$ cat src/ccc_pkg.sv
package ccc_pkg;

  // ------------------------------------------------------------
  // Widths and sizes
  // ------------------------------------------------------------
  localparam int unsigned WC_WIDTH = 16;
  localparam int unsigned ADDR_WIDTH = 32;
  localparam int unsigned NUM_GLOBAL = 4;

  // ------------------------------------------------------------
  // Sweep extents and step sizes
  // ------------------------------------------------------------
  localparam logic [15:0] L1D_LINES = 16'h0200;
  localparam logic [15:0] L2_LINES = 16'h4000;
  localparam logic [15:0] WORDS_PER_LINE = 16'h0010;
  localparam logic [15:0] GLOBAL_STEP = 16'h0001;
  localparam logic [31:0] LINE_BYTES = 32'h0000_0040;

  // ------------------------------------------------------------
  // Reset values
  // ------------------------------------------------------------
  localparam logic [15:0] COUNT_RESET = 16'h0000;
  localparam logic [31:0] ADDR_RESET = 32'h0000_0000;

  // ------------------------------------------------------------
  // Global register index, one per whole-cache operation
  // ------------------------------------------------------------
  localparam int unsigned GL_L1D_INV = 0;
  localparam int unsigned GL_L1D_WRITEBACK_INVALIDATE_OP = 1;
  localparam int unsigned GL_L2_INV = 2;
  localparam int unsigned GL_L2_WRITEBACK_INVALIDATE_OP = 3;

  // ------------------------------------------------------------
  // Operation kinds driven to the cache arrays
  // ------------------------------------------------------------
  typedef enum logic [2:0] {
    OP_NONE,
    OP_L1D_INV,
    OP_L1D_WRITEBACK_INVALIDATE_OP,
    OP_L2_INV,
    OP_L2_WRITEBACK_INVALIDATE_OP,
    OP_BLK_L1D_WRITEBACK_INVALIDATE_OP,
    OP_BLK_L2_WRITEBACK_INVALIDATE_OP
  } ccc_op_t;

endpackage

$ cat src/ccc_sweep.sv
`timescale 1ns/1ps
`default_nettype none

// Down counter that tracks what is left of a coherence sweep
module ccc_sweep #(
  parameter int unsigned W = ccc_pkg::WC_WIDTH
) (
  // Clock and reset
  input wire logic mclk_in,
  input wire logic rst_n_in,
  // Control
  input wire logic load_in,
  input wire logic [W-1:0] load_value_in,
  input wire logic step_in,
  input wire logic [W-1:0] step_size_in,
  // Status
  output logic [W-1:0] count_out,
  output logic last_out
);

  typedef struct packed {
    logic [W-1:0] count;
  } ccc_sweep_state_t;

  ccc_sweep_state_t state_q;
  ccc_sweep_state_t state_d;

  // Final step saturates at zero so a short tail never wraps
  always_comb begin
    state_d = state_q;
    if (load_in) begin
      state_d.count = load_value_in;
    end else if (step_in) begin
      if (state_q.count <= step_size_in) begin
        state_d.count = '0;
      end else begin
        state_d.count = state_q.count - step_size_in;
      end
    end
  end

  // State register
  always_ff @(posedge mclk_in) begin
    if (!rst_n_in) begin
      state_q.count <= W'(ccc_pkg::COUNT_RESET);
    end else begin
      state_q <= state_d;
    end
  end

  assign count_out = state_q.count;
  assign last_out = (state_q.count <= step_size_in);

  // Load takes the given value on the next edge
  sweep_load_a: assert property (@(posedge mclk_in) disable iff (!rst_n_in)
    load_in |=> count_out == $past(load_value_in))
    else $error("sweep count did not load");

endmodule // ccc_sweep

`default_nettype wire

$ cat src/ccc_ctrl.sv
`timescale 1ns/1ps
`default_nettype none

// Behaviour
// - Writing one to a global coherence register launches that whole-cache operation.
// - Bit zero of each global register reads one while its operation runs, zero after.
// - The block word count reaches zero exactly when the block operation completes.
// - A memory fence stalls the core until all memory work, coherence included, is done.
// - With L1 data frozen, an L1 data writeback-invalidate lets CPU traffic run alongside.

module ccc_ctrl #(
  parameter logic [15:0] L1D_LINES = ccc_pkg::L1D_LINES,
  parameter logic [15:0] L2_LINES = ccc_pkg::L2_LINES,
  parameter logic [15:0] WORDS_PER_LINE = ccc_pkg::WORDS_PER_LINE
) (
  // Clock and reset
  input wire logic mclk_in,
  input wire logic rst_n_in,
  // Global coherence registers
  input wire logic [3:0] gl_wr_in,
  input wire logic [3:0] gl_wr_data_in,
  output logic [3:0] gl_status_out,
  // Block coherence registers
  input wire logic [31:0] blk_addr_in,
  input wire logic blk_l2_in,
  input wire logic blk_wc_wr_in,
  input wire logic [15:0] blk_wc_data_in,
  output logic [15:0] block_word_count_out,
  // Fence and CPU traffic
  input wire logic memory_fence_instruction_in,
  input wire logic mem_outstanding_in,
  input wire logic l1_freeze_in,
  output logic fence_stall_out,
  output logic cpu_mem_stall_out,
  // Cache array side
  output logic cache_op_valid_out,
  output logic [2:0] cache_op_out,
  output logic [31:0] cache_addr_out,
  input wire logic cache_ack_in
);

  // ------------------------------------------------------------
  // State
  // ------------------------------------------------------------
  typedef struct packed {
    ccc_pkg::ccc_op_t op;
    logic [31:0] addr;
  } ccc_state_t;

  ccc_state_t state_q;
  ccc_state_t state_d;

  logic idle;
  logic is_block;
  logic step;
  logic last;
  logic load;
  logic [15:0] load_value;
  logic [15:0] step_size;
  logic [15:0] count;
  logic [3:0] gl_launch;

  assign idle = (state_q.op == ccc_pkg::OP_NONE);
  assign is_block = (state_q.op == ccc_pkg::OP_BLK_L1D_WRITEBACK_INVALIDATE_OP) ||
                    (state_q.op == ccc_pkg::OP_BLK_L2_WRITEBACK_INVALIDATE_OP);
  assign step = !idle && cache_ack_in;
  assign gl_launch = gl_wr_in & gl_wr_data_in;

  // ------------------------------------------------------------
  // Launch and sweep sequencing
  // ------------------------------------------------------------
  // Requests arriving while busy are dropped: one engine, no queue
  always_comb begin
    state_d = state_q;
    load = 1'b0;
    load_value = ccc_pkg::COUNT_RESET;
    step_size = is_block ? WORDS_PER_LINE : ccc_pkg::GLOBAL_STEP;
    case (state_q.op)
      ccc_pkg::OP_NONE: begin
        state_d.addr = ccc_pkg::ADDR_RESET;
        load = 1'b1;
        if (gl_launch[ccc_pkg::GL_L1D_INV]) begin
          state_d.op = ccc_pkg::OP_L1D_INV;
          load_value = L1D_LINES;
        end else if (gl_launch[ccc_pkg::GL_L1D_WRITEBACK_INVALIDATE_OP]) begin
          state_d.op = ccc_pkg::OP_L1D_WRITEBACK_INVALIDATE_OP;
          load_value = L1D_LINES;
        end else if (gl_launch[ccc_pkg::GL_L2_INV]) begin
          state_d.op = ccc_pkg::OP_L2_INV;
          load_value = L2_LINES;
        end else if (gl_launch[ccc_pkg::GL_L2_WRITEBACK_INVALIDATE_OP]) begin
          state_d.op = ccc_pkg::OP_L2_WRITEBACK_INVALIDATE_OP;
          load_value = L2_LINES;
        end else if (blk_wc_wr_in && (blk_wc_data_in != 16'h0000)) begin
          state_d.op = blk_l2_in ? ccc_pkg::OP_BLK_L2_WRITEBACK_INVALIDATE_OP : ccc_pkg::OP_BLK_L1D_WRITEBACK_INVALIDATE_OP;
          state_d.addr = blk_addr_in;
          load_value = blk_wc_data_in;
        end
      end
      default: begin
        if (step) begin
          state_d.addr = state_q.addr + ccc_pkg::LINE_BYTES;
          if (last) begin
            state_d.op = ccc_pkg::OP_NONE; // Done on the same edge count hits zero
          end
        end
      end
    endcase
  end

  // State register
  always_ff @(posedge mclk_in) begin
    if (!rst_n_in) begin
      state_q.op <= ccc_pkg::OP_NONE;
      state_q.addr <= ccc_pkg::ADDR_RESET;
    end else begin
      state_q <= state_d;
    end
  end

  // ------------------------------------------------------------
  // Remaining-work counter
  // ------------------------------------------------------------
  ccc_sweep #(
    .W(ccc_pkg::WC_WIDTH)
  ) u_sweep (
    .mclk_in(mclk_in),
    .rst_n_in(rst_n_in),
    .load_in(load),
    .load_value_in(load_value),
    .step_in(step),
    .step_size_in(step_size),
    .count_out(count),
    .last_out(last)
  );

  // ------------------------------------------------------------
  // Status and stall outputs
  // ------------------------------------------------------------
  // Busy bits follow the running operation only
  always_comb begin
    gl_status_out = 4'h0;
    gl_status_out[ccc_pkg::GL_L1D_INV] = (state_q.op == ccc_pkg::OP_L1D_INV);
    gl_status_out[ccc_pkg::GL_L1D_WRITEBACK_INVALIDATE_OP] = (state_q.op == ccc_pkg::OP_L1D_WRITEBACK_INVALIDATE_OP);
    gl_status_out[ccc_pkg::GL_L2_INV] = (state_q.op == ccc_pkg::OP_L2_INV);
    gl_status_out[ccc_pkg::GL_L2_WRITEBACK_INVALIDATE_OP] = (state_q.op == ccc_pkg::OP_L2_WRITEBACK_INVALIDATE_OP);
  end

  // Global sweeps reuse the counter, so hide it from the word count view
  assign block_word_count_out = is_block ? count : 16'h0000;

  // Fence holds the core while anything is still in flight
  assign fence_stall_out = memory_fence_instruction_in && (!idle || mem_outstanding_in);

  // Frozen L1 data cannot be disturbed by CPU traffic, so it may run alongside
  assign cpu_mem_stall_out = !idle && !(l1_freeze_in &&
    ((state_q.op == ccc_pkg::OP_L1D_WRITEBACK_INVALIDATE_OP) ||
     (state_q.op == ccc_pkg::OP_BLK_L1D_WRITEBACK_INVALIDATE_OP)));

  assign cache_op_valid_out = !idle;
  assign cache_op_out = state_q.op;
  assign cache_addr_out = state_q.addr;

  // ------------------------------------------------------------
  // Checks
  // ------------------------------------------------------------
  launch_global_a: assert property (@(posedge mclk_in) disable iff (!rst_n_in)
    idle && gl_launch[ccc_pkg::GL_L2_WRITEBACK_INVALIDATE_OP] && (gl_launch[2:0] == 3'h0)
    |=> gl_status_out == 4'h8 && cache_op_valid_out)
    else $error("L2 writeback-invalidate did not launch");

  busy_clear_a: assert property (@(posedge mclk_in) disable iff (!rst_n_in)
    (gl_status_out != 4'h0) && !(cache_ack_in && last) |=> gl_status_out == $past(gl_status_out))
    else $error("global busy bit changed before completion");

  busy_fall_a: assert property (@(posedge mclk_in) disable iff (!rst_n_in)
    $fell(|gl_status_out) |-> $past(cache_ack_in) && $past(last))
    else $error("global busy bit fell without a final step");

  wc_zero_done_a: assert property (@(posedge mclk_in) disable iff (!rst_n_in)
    is_block && cache_ack_in && last |=> block_word_count_out == 16'h0000 && idle)
    else $error("word count and completion out of step");

  wc_step_a: assert property (@(posedge mclk_in) disable iff (!rst_n_in)
    is_block && cache_ack_in && !last
    |=> block_word_count_out == $past(block_word_count_out) - WORDS_PER_LINE)
    else $error("word count step wrong");

  fence_stall_a: assert property (@(posedge mclk_in) disable iff (!rst_n_in)
    memory_fence_instruction_in && (cache_op_valid_out || mem_outstanding_in) |-> fence_stall_out)
    else $error("fence did not stall");

  fence_release_a: assert property (@(posedge mclk_in) disable iff (!rst_n_in)
    fence_stall_out |-> memory_fence_instruction_in && (cache_op_valid_out || mem_outstanding_in))
    else $error("fence stalled with nothing outstanding");

  freeze_pass_a: assert property (@(posedge mclk_in) disable iff (!rst_n_in)
    l1_freeze_in && gl_status_out[ccc_pkg::GL_L1D_WRITEBACK_INVALIDATE_OP] |-> !cpu_mem_stall_out)
    else $error("CPU traffic stalled during frozen writeback-invalidate");

  unfrozen_stall_a: assert property (@(posedge mclk_in) disable iff (!rst_n_in)
    cache_op_valid_out && !l1_freeze_in |-> cpu_mem_stall_out)
    else $error("CPU traffic ran during unfrozen coherence operation");

  // A running operation keeps its kind until done, so late launches are dropped
  busy_drop_a: assert property (@(posedge mclk_in) disable iff (!rst_n_in)
    !idle && !step |=> cache_op_valid_out && cache_op_out == $past(cache_op_out))
    else $error("launch taken while an operation was running");

  addr_step_a: assert property (@(posedge mclk_in) disable iff (!rst_n_in)
    step |=> cache_addr_out == $past(cache_addr_out) + ccc_pkg::LINE_BYTES)
    else $error("sweep address did not advance by one line");

  idle_quiet_a: assert property (@(posedge mclk_in) disable iff (!rst_n_in)
    !cache_op_valid_out |-> gl_status_out == 4'h0 && block_word_count_out == 16'h0000)
    else $error("status shown with no operation running");

  block_launch_a: assert property (@(posedge mclk_in) disable iff (!rst_n_in)
    idle && blk_wc_wr_in && (blk_wc_data_in != 16'h0000) && (gl_launch == 4'h0)
    |=> block_word_count_out == $past(blk_wc_data_in) && cache_op_valid_out)
    else $error("block operation did not load its word count");

endmodule // ccc_ctrl

`default_nettype wire

$ cat config.mk
export PLATFORM = sky130hd
export DESIGN_NAME = ccc_ctrl
export DESIGN_NICKNAME = d
export VERILOG_FILES = /design/src/ccc_pkg.sv /design/src/ccc_sweep.sv /design/src/ccc_ctrl.sv
export SDC_FILE = /design/constraint.sdc
export NUM_CORES = 1
export LEC_CHECK = 0
export BUFFER_PORTS_ARGS = -buffer_cell sky130_fd_sc_hd__buf_2
export CAP_MARGIN = 20
export CORE_UTILIZATION = 45
export CTS_CLUSTER_DIAMETER = 100
export CTS_CLUSTER_SIZE = 25
export DETAILED_ROUTE_END_ITERATION = 8
export PLACE_DENSITY = 0.8
export SLEW_MARGIN = 20
export SYNTH_ARGS = -nofsm -noshare
export SYNTH_HDL_FRONTEND = slang
export SYNTH_SLANG_ARGS = --single-unit
$ cat constraint.sdc
create_clock -name mclk_in -period 2.63 [get_ports mclk_in]
set_input_delay 0.1315 -clock mclk_in [delete_from_list [all_inputs] [get_ports mclk_in]]
set_output_delay 0.1315 -clock mclk_in [all_outputs]
set_load 0.02 [all_outputs]
==> results of run 1 <==
## flip-flops by register name (all words and copies together) (netlist names)
| signal | count |
|---|---|
| cache_addr_out | 32 |
| u_sweep.count_out | 16 |
| cache_op_out | 3 |
## final cells by class
type                    instances  area, um2
fillers                       635       2840
multi-input cells             304       2060
flip-flops and latches         51       1020
repair buffers                133        696
well taps                      96        120
clock buffers                   7       76.3
inverters                      14       52.6
clock inverters                 1       5.00
## worst register-to-register path: cells and delay by family, from the launching register on
| family | cells | cell delay, ns |
|---|---|---|
| and+or+nand+nor | 2 | 0.59 |
| adders and majority gates | 2 | 0.40 |
| AOI/OAI and AO/OA | 4 | 0.80 |
| xor gates and xnor gates | 1 | 0.17 |
| buffers and inverters | 1 | 0.11 |
| DFF | 1 | 0.33 |
## cell usage after synthesis (2+ instances only)
| master | instances |
|---|---|
| a32oi_1 | 8 |
| and3_1 | 16 |
| mux2_2 | 2 |
| nor4_1 | 8 |
| buf_2 | 8 |
| nand2_1 | 26 |
| xor2_1 | 13 |
| a22oi_1 | 14 |
| clkbuf_1 | 18 |
| o21a_1 | 3 |
| a211oi_1 | 2 |
| xnor2_1 | 9 |
| nor3b_1 | 4 |
| nor2_1 | 30 |
| o21ai_1 | 7 |
| a41oi_1 | 2 |
| or4_1 | 3 |
| a211o_1 | 2 |
| and2_1 | 5 |
| clkinv_1 | 2 |
| a221oi_1 | 2 |
| nor2b_1 | 2 |
| a31oi_1 | 7 |
| o211ai_1 | 6 |
| nand3_1 | 22 |
| nand4_1 | 12 |
| nand3b_1 | 2 |
| buf_6 | 2 |
| o21ai_0 | 11 |
| inv_1 | 11 |
| ha_1 | 6 |
| a21oi_1 | 24 |
| nor4_4 | 2 |
| nor3_1 | 9 |
| o2bb2ai_1 | 12 |
| o32ai_1 | 2 |
| dfxtp_1 | 51 |
| o2111ai_1 | 4 |
## metal layers
metal	GRT usage	vias to the layer above	share of wire
met5	0	-	0
met4	0.0682	0	0.0083
met3	0.0524	11	0.079
met2	0.441	175	0.48
met1	0.340	1707	0.44
li1	-	1726	-
## cell usage in the layout, fill, tap and decap left out, types with 3 or more instances in the layout
cell,instances
a21oi_1,23
o21a_1,3
nor2_1,30
nor3b_1,4
o21ai_1,7
buf_2,121
nand3_1,22
dfxtp_1,51
o2bb2ai_1,12
nand2_1,26
or4_1,3
clkbuf_8,5
a31oi_1,7
buf_4,12
xnor2_1,9
a22oi_1,14
nor4_1,8
nor3_1,9
inv_1,11
and2_1,4
a32oi_1,8
o211ai_1,6
nand4_1,12
o21ai_0,11
ha_1,4
and3_1,16
o2111ai_1,3
xor2_1,13
## stage by stage
step / setup TNS (ns) / instances / util
CTS: -0.000569 / 606 / 0.580
finish: 0 / 606 / 0.587
detailed placement: -0.000453 / 598 / 0.568
global placement: 0 / 598 / 0.568
floorplan: 0 / 398 / -
global route: -0.0944 / 606 / 0.587
## logic make-up (layout without fill, tap and decap cells)
kind of cell             after synthesis  after routing  share of synthesized area
AO/OA/AOI/OAI                        118            118                      0.259
XOR/XNOR                              22             22                     0.0599
buffers and inverters                 43            155                     0.0591
multiplexers                           4              4                     0.0136
AND/OR/NAND/NOR                      154            154                      0.268
adder cells (fa/ha/maj)                6              6                     0.0233
flip-flops                            51             51                      0.317
## worst paths after layout
| path | from | cells after the start | to | slack [ns] |
|---|---|---|---|---|
| setup reg to reg | cache_op_out[0] | 10 | u_sweep.count_out[5] | 0.12 |
| hold / removal | blk_addr_in[26] | 2 | cache_addr_out[26] | 0.02 |
| setup / recovery | cache_op_out[0] | 10 | u_sweep.count_out[5] | 0.12 |
| hold reg to reg | cache_addr_out[3] | 2 | cache_addr_out[3] | 0.52 |
## power by group
group | switching [mW] | internal [mW]
clock | 0.259 | 0.188
sequential | 0.214 | 0.925
combinational | 1.37 | 0.893
total | 1.85 | 2.01
## repair_timing
action,4_1_cts,5_1_grt
endpoints found under the hold margin,0,0
gates cloned,0,0
resized for setup,0,9
setup endpoints to repair,1,17
pin swaps,0,2
==> impl_metrics.tcl, run 1 <==
set metrics [dict create \
    avgSynthCellArea_um2 8.09 \
    rows 30 \
    worstPathMaxFanout 15 \
    crit_family "compound AO/OA/AOI/OAI gates" \
    drcViolationCount 0 \
    hold_viol_final 0 \
    cp_common_cell "ha_2" \
    setup_viol 0 \
    num_io_pins 122 \
    cts_sinks 51 \
    globalRouteOverflowTotal 0 \
    place_area_um2 3900 \
    syn_nets 468 \
    finalMaxSlewViolations 0 \
    path_cells "xor2_1 -> and2_1 -> inv_1 -> ha_2 -> ha_2 -> or3b_4 -> a21oi_4 -> o211ai_4 -> a32oi_1 -> o32ai_1" \
    grt_pass1_vias 3342 \
    crit_path_max_incr_delay_ns 0.40 \
    gp_congestion 0.914 \
    skew_ns 0.00482 \
    core_area_um2 6870 \
    final_cell_area_um2 4030 \
    slew-limit-headroom 0.545 \
    io_buffers 121 \
    start_util 0.468 \
    antenna_found_initial 0 \
    dr.first_iter.drc_count 209 \
    diodes 0 \
    cts_setup_buffers 0 \
    start_kind "flop" \
    synth_ff_type "dfxtp_1" \
    vias 3619 \
    dp_hpwl_um 7120 \
    path_buf_inv 1 \
    worstSetupPathType "reg -> reg" \
    vdd_ir_drop_max_uv 328 \
    drt_wl_total_um 9820 \
    hold_buffers 0 \
    place_ws_ns -0.000453 \
    ys_seq_area_frac 0.317 \
    die_w_um 86.6 \
    grt_max_degree 31 \
    period_needed_ns 2.51 \
    viasPerCell 5.97 \
    power_mw 3.85 \
    end_kind "flop" \
    first_pass_iters 5 \
    cts_tree "yes" \
    crit_arrival_ns 2.70 \
    syn-cell-area_um2 3220 \
    grt_usage 0.261 \
    maxCapViolCount 0 \
    die-area_um2 7490 \
    post-route-period-util 0.956 \
    post_route_cells_drive_above_1_share 0.314 \
    hp-class "in -> reg" \
    yosysTopAreaCell "dfxtp_1" \
    ys_warn_count 0 \
    cp_slowest_cell "or3b_4" \
    wl_per_cell_um 16.2 \
    cts_root_buffer "clkbuf_8" \
    yosysTopAreaCellShare 0.317 \
    synth_area_leaders "dfxtp_1 32%, a21oi_1 3.7%, xor2_1 3.5%" \
    syn2layout_area_growth_pct 25.3 \
    grt_pass1_wl_um 15700 \
    setup_slack_ns 0.116 \
    p_leak_nw 1.73 \
    synth-async-reset-ratio 0 \
    p_per_area_nw_per_um2 955 \
    synth_seq_cells 51 \
    fp.dieH_um 86.6 \
    synthCells 398 \
    whs_ns 0.0176 \
    synth_edf_count 0 \
    fmax_mhz 398 \
    cts_buffers 5 \
    cts.path.max_buffers 2 \
    htreeDepth 2 \
    synth_cell_types 67 \
    status "finished, final reports clean" \
    worstSkewPairLatency_ns 0.31 \
    fin_nets 579 \
    cp.required_ns 2.81 \
    path_clk_slew_ns 0.09 \
    worst_slew_pin_slew_ns 0.678 \
    antenna_left 0 \
]
No activity file was read; power rests on OpenSTA's default activity.
==> run 2: changes to the inputs <==
--- a/config.mk
+++ b/config.mk
@@ -7,7 +7,7 @@
 export LEC_CHECK = 0
 export BUFFER_PORTS_ARGS = -buffer_cell sky130_fd_sc_hd__buf_2
 export CAP_MARGIN = 20
-export CORE_UTILIZATION = 45
+export CORE_UTILIZATION = 47
 export CTS_CLUSTER_DIAMETER = 100
 export CTS_CLUSTER_SIZE = 25
 export DETAILED_ROUTE_END_ITERATION = 8
@@ -15,4 +15,5 @@
 export SLEW_MARGIN = 20
 export SYNTH_ARGS = -nofsm -noshare
 export SYNTH_HDL_FRONTEND = slang
+export SYNTH_HIERARCHICAL = 1
 export SYNTH_SLANG_ARGS = --single-unit
==> impl_metrics.tcl, run 2 <==
set metrics [dict create \
    switching_share 0.374 \
    synth_commonest_cells "58 x a21oi_1, 51 x dfxtp_1, 45 x nand2_1, 36 x nor2_1, 34 x o21ai_0" \
    fp.dieH_um 93.1 \
    die_w_um 93.1 \
    p_leak_nw 2.11 \
    vdd_ir_drop_max_uv 322 \
    cp-startpoint "cache_op_out[1]" \
    pwr-share-clk 0.261 \
    skew_ns 0.0110 \
    viasPerCell 5.89 \
    start_util 0.494 \
    post_route_cells_drive_above_1_share 0.275 \
    synth_area_leaders "dfxtp_1 26%, a21oi_1 7.4%, ha_1 5.5%" \
    drcViolationCount 0 \
    synth_ff_type "dfxtp_1" \
    worstSkewPairLatency_ns 0.31 \
    avgSynthCellArea_um2 7.53 \
    largest_register_ffs 32 \
    final_util 0.611 \
    num_io_pins 122 \
    grt_pass1_wl_um 18800 \
    fin_nets 728 \
    dp_hpwl_um 8960 \
    rr_startpoint "cache_op_out[1]" \
    final_common_cell "buf_2" \
    yosysTopAreaCell "dfxtp_1" \
    gp_congestion 0.867 \
    finalMaxSlewViolations 0 \
    cts_tree "yes" \
    ys_seq_area_frac 0.262 \
    cts_buffers 5 \
    min_path_cells 3 \
    grt_pass1_vias 3938 \
    timing.rr.end "cache_op_out[0]" \
    cts_sinks 51 \
    io_buffers 121 \
    r2r_cells 13 \
    globalRouteOverflowTotal 0 \
    rsz0062_at_grt "yes" \
    place_inst 738 \
    setup_viol 0 \
    p_switching_mw 0.827 \
    path_clk_slew_ns 0.11 \
    synth_edf_count 0 \
    start_kind "flop" \
    synth_most_common_cell "a21oi_1" \
    die-area_um2 8670 \
    syn2layout_area_growth_pct 23.6 \
    htreeDepth 2 \
    core_area_um2 7890 \
    rows 32 \
    antenna_left 0 \
    p_per_area_nw_per_um2 458 \
    antenna_found_initial 0 \
    intPower_mw 1.38 \
    vias 4414 \
    hp-start "blk_addr_in[16]" \
    maxCapViolCount 0 \
    final_cell_mix "121 x buf_2, 57 x a21oi_1, 49 x dfxtp_1" \
    r2r_slack_ns 0.08 \
    synthCells 518 \
    hp-class "in -> reg" \
    seqPwrFrac 0.392 \
    end_kind "flop" \
    first_pass_iters 5 \
    synth-async-reset-ratio 0 \
    status "finished, final reports clean" \
    stdcell_count 749 \
    cp.required_ns 2.80 \
    post-route-period-util 0.969 \
    combPwrFrac 0.347 \
    synth_seq_cells 51 \
    period_needed_ns 2.55 \
    synth_cell_types 67 \
    dr.first_iter.drc_count 419 \
    hold_viol_final 0 \
    worst_slew_pin_slew_ns 0.570 \
    crit_arrival_ns 2.72 \
    drt_wl_total_um 11800 \
    cts_root_buffer "clkbuf_8" \
    worstPathMaxFanout 4 \
    worstSetupPathType "reg -> reg" \
    grt_max_degree 25 \
    fmax_mhz 393 \
    ys_warn_count 6 \
    whs_endpoint "cache_addr_out[16]" \
    diodes 0 \
    slew-limit-headroom 0.619 \
    yosysTopAreaCellShare 0.262 \
    cts.path.max_buffers 2 \
    nFillCells 704 \
    wl_per_cell_um 15.8 \
    grt_usage 0.266 \
    syn-cell-area_um2 3900 \
]
[run 2: cell count changes in the layout (fill, tap and decap cells not counted), sizes merged, moves of 6 or more]
cell	delta
a21oi	+34
nand2	+21
o21ai	+21
inv	+16
and2	+15
conb	+15
nor3b	+12
o2bb2ai	-12
xnor2	+12
ha	+11
xor2	-9
nor2	+7
a31oi	-6
and4	+6
[run 2: worst max path at each step]
stage / end / slack, ns / depth (start not counted)
detailed placement: u_sweep/count_out[10] / -0.08 / 11
global placement: cache_op_out[0] / 0.1 / 13
floorplan: cache_op_out[0] / 0.13 / 14
CTS: cache_op_out[0] / 0.01 / 13
global route: u_sweep/count_out[7] / -0.02 / 13
finish: cache_op_out[0] / 0.08 / 13
[run 2: final cells by class]
class	instances	area, um2	area share
timing repair buffer	136	718	0.149
sequential	51	1030	0.213
multi-input combinational	425	2730	0.565
tap	102	128	0.0265
clock inverter	3	46.3	0.00960
inverter	27	106	0.0221
clock buffer	5	68.8	0.0143
[run 2: power groups by stage]
stage               sequential (mW)  clock, mW  combinational, mW
floorplan                     0.908          0              0.490
global placement              0.878          0              0.715
detailed placement            0.881          0              0.730
CTS                           0.864      0.580              0.745
global route                  0.872      0.610              0.833
finish                        0.866      0.576              0.767
[run 2: kinds of logic (layout without fill, tap and decap cells)]
logic type,count (synthesis),after routing,synth area share
compound gates,148,148,0.235
xor+xnor,25,25,0.0561
fa+ha+maj,18,18,0.0597
buf+inv,56,171,0.0690
flops,51,51,0.262
mux,2,2,0.00577
other cells,1,15,0.000962
simple gates,217,217,0.312
[run 2: per-stage QoR]
stage               power, mW  setup TNS (ns)  hold slack (ns)  cell area (um2)  setup WS [ns]
finish                   2.21               0          0.00488             4820         0.0825
global route             2.31         -0.0675          0.00810             4820        -0.0226
CTS                      2.19               0          0.00286             4800        0.00985
detailed placement       1.61         -0.0794            0.332             4640        -0.0794
global placement         1.59               0            0.330             4640         0.0980
floorplan                1.40               0            0.240             3980          0.131
[run 2: timing repair]
item / CTS / global route
resized for setup: 8 / 7
endpoints found under the hold margin: 0 / 0
setup buffers: 3 / 0
hold buffers: 0 / 0
endpoints found under the setup margin: 4 / 18
cloned: 0 / 0
pin swaps: 8 / 7
[run 2: per-layer routing]
metal / global-route usage / wire (um) / up-vias
met1: 0.353 / 4980 / 2053
li1: - / - / 2120
met3: 0.0244 / 860 / 24
met4: 0.0756 / 229 / 0
met5: 0 / 0 / -
met2: 0.460 / 5780 / 217
[run 2: critical path: stages (launching register included)]
cell and delay, ns:
dfxtp_4 0.38, xor2_4 0.18, and2_4 0.15, inv_2 0.06
ha_4 0.13, fa_2 0.20, and2b_2 0.24, o31a_1 0.27
o21ai_2 0.19, o221ai_4 0.15, nand2_2 0.10, nand2_2 0.08
a22oi_2 0.18, o32ai_1 0.10
==> run 3: changes to the inputs <==
--- a/config.mk
+++ b/config.mk
@@ -5,7 +5,7 @@
 export SDC_FILE = /design/constraint.sdc
 export NUM_CORES = 1
 export LEC_CHECK = 0
-export BUFFER_PORTS_ARGS = -buffer_cell sky130_fd_sc_hd__buf_2
+export BUFFER_PORTS_ARGS = -buffer_cell sky130_fd_sc_hd__clkbuf_2
 export CAP_MARGIN = 20
 export CORE_UTILIZATION = 47
 export CTS_CLUSTER_DIAMETER = 100
==> constraint.sdc (replaced) <==
create_clock -name mclk_in -period 2.63 [get_ports mclk_in]
set_input_delay 0.1315 -clock mclk_in [delete_from_list [all_inputs] [get_ports mclk_in]]
set_output_delay 0.1315 -clock mclk_in [all_outputs]
set_load 0.005 [all_outputs]
==> impl_metrics.tcl, run 3 (synthesis gave the netlist of run 2 again) <==
set metrics [dict create \
    status "finished, final reports clean" \
    start_kind "flop" \
    seqPwrFrac 0.383 \
    worstSetupPathType "reg -> reg" \
    cp_slowest_cell "fa_2" \
    path_cells "xor2_2 -> and2_4 -> inv_2 -> ha_4 -> fa_2 -> and2b_1 -> buf_4 -> o31ai_2 -> a21oi_1 -> a41oi_2 -> xor2_1 -> o22ai_1" \
    antenna_left 0 \
    place_inst 738 \
    final_common_cell "clkbuf_2" \
    syn2layout_area_growth_pct 24.1 \
    rows 32 \
    finalMaxSlewViolations 0 \
    place_ws_ns -0.0211 \
    globalRouteOverflowTotal 0 \
    dp_hpwl_um 9230 \
    hold_buffers 0 \
    dr.max_layer_used "met4" \
    slew-limit-headroom 0.583 \
    switching_share 0.344 \
    nFillCells 706 \
    crit_path_max_incr_delay_ns 0.38 \
    worstSkewPairLatency_ns 0.31 \
    hold_viol_final 0 \
    r2r_cells 12 \
    cp.required_ns 2.81 \
    grt_pass1_wl_um 19400 \
    drt_wl_total_um 12100 \
    cp_num_cells 12 \
    setup_viol 0 \
    vdd_ir_drop_max_uv 259 \
    skew_ns 0.00931 \
    whs_endpoint "cache_addr_out[16]" \
    timing.rr.end "u_sweep/count_out[14]" \
    pwr-share-clk 0.293 \
    cts_sinks 51 \
    p_per_area_nw_per_um2 465 \
    worst_slew_pin_slew_ns 0.624 \
    start_util 0.494 \
    p_switching_mw 0.774 \
    whs_ns 0.0126 \
    period_needed_ns 2.57 \
    maxCapViolCount 0 \
    dr_wl_met2_um 5660 \
    grt_max_degree 25 \
    grt_pass1_vias 4009 \
    wl_per_cell_um 16.1 \
    crit_family "compound AO/OA/AOI/OAI gates" \
    diodes 0 \
    cts.path.max_buffers 2 \
    gp_congestion 0.922 \
    stdcell_count 750 \
    hp-class "in -> reg" \
    core_area_um2 7890 \
    fmax_mhz 388 \
    vias 4398 \
    htreeDepth 2 \
    post_route_cells_drive_above_1_share 0.273 \
    num_io_pins 122 \
    io_buffers 121 \
    antenna_found_initial 0 \
    combPwrFrac 0.324 \
    r2r_slack_ns 0.06 \
    wl_met3_um 777 \
    die_w_um 93.1 \
    setup_slack_ns 0.0557 \
    dr.first_iter.drc_count 328 \
    fin_nets 729 \
    rr_startpoint "cache_op_out[0]" \
    wl_met1_um 5370 \
    fp.dieH_um 93.1 \
    drcViolationCount 0 \
    p_leak_nw 2.09 \
    grt_usage 0.276 \
    cts_buffers 5 \
    post-route-period-util 0.979 \
    intPower_mw 1.48 \
    path_clk_slew_ns 0.10 \
    power_mw 2.25 \
    die-area_um2 8670 \
    largest_register_ffs 32 \
    first_pass_iters 5 \
    cts_tree "yes" \
    crit_arrival_ns 2.76 \
    final_cell_mix "121 x clkbuf_2, 58 x a21oi_1, 49 x dfxtp_1" \
    min_path_cells 3 \
    cts_root_buffer "clkbuf_8" \
    path_buf_inv 2 \
    worstPathMaxFanout 2 \
    viasPerCell 5.86 \
    end_kind "flop" \
    hp-start "blk_addr_in[16]" \
]
[run 3: repair_timing]
| item | 4_1_cts | 5_1_grt |
|---|---|---|
| resized for setup | 5 | 8 |
| setup endpoints to repair | 2 | 15 |
| buffers inserted | 3 | 1 |
| pin swaps | 6 | 6 |
[run 3: metal layers]
metal,up-vias,GRT usage
met3,24,0.0350
met1,2064,0.379
met5,-,0
met2,202,0.449
met4,0,0.0859
li1,2108,-
[run 3: power by group through the flow]
stage	combinational, mW	sequential (mW)	clock [mW]
2_1_floorplan	0.466	0.871	0
3_3_place_gp	0.666	0.875	0
3_5_place_dp	0.690	0.877	0
4_1_cts	0.700	0.860	0.664
5_1_grt	0.798	0.867	0.700
6_report	0.730	0.862	0.659
[run 3: how the worst max path moves through the flow]
stage,startpoint,end,slack (ns)
finish,cache_op_out[0],u_sweep/count_out[14],0.06
CTS,cache_op_out[1],cache_op_out[0],0.009
global placement,cache_op_out[1],cache_op_out[0],0.07
floorplan,cache_op_out[1],cache_op_out[0],0.15
global route,cache_op_out[0],u_sweep/count_out[14],-0.05
detailed placement,cache_op_out[1],cache_op_out[0],-0.02
[run 3: area by class of cell]
type,instances,area (um2),area share
timing repair buffer,137,726,0.150
sequential,51,1020,0.211
tap,102,128,0.0264
clock inverter,2,60.1,0.0124
inverter,27,106,0.0220
clock buffer,6,72.6,0.0150
multi-input combinational,425,2720,0.563
[run 3: worst reg2reg max path, stage by stage (launching register included)]
cell	delay, ns
dfxtp_2	0.37
xor2_2	0.19
and2_4	0.18
inv_2	0.04
ha_4	0.16
fa_2	0.38
and2b_1	0.24
buf_4	0.13
o31ai_2	0.07
a21oi_1	0.26
a41oi_2	0.17
xor2_1	0.17
o22ai_1	0.11
[run 3: stage by stage]
stage	area, um2	setup TNS [ns]	util
final	4840	0	0.614
after global routing	4840	-0.332	0.614
after CTS	4790	0	0.608
after detailed placement	4620	-0.0211	0.586
after global placement	4620	0	0.586
after floorplan	3960	0	-
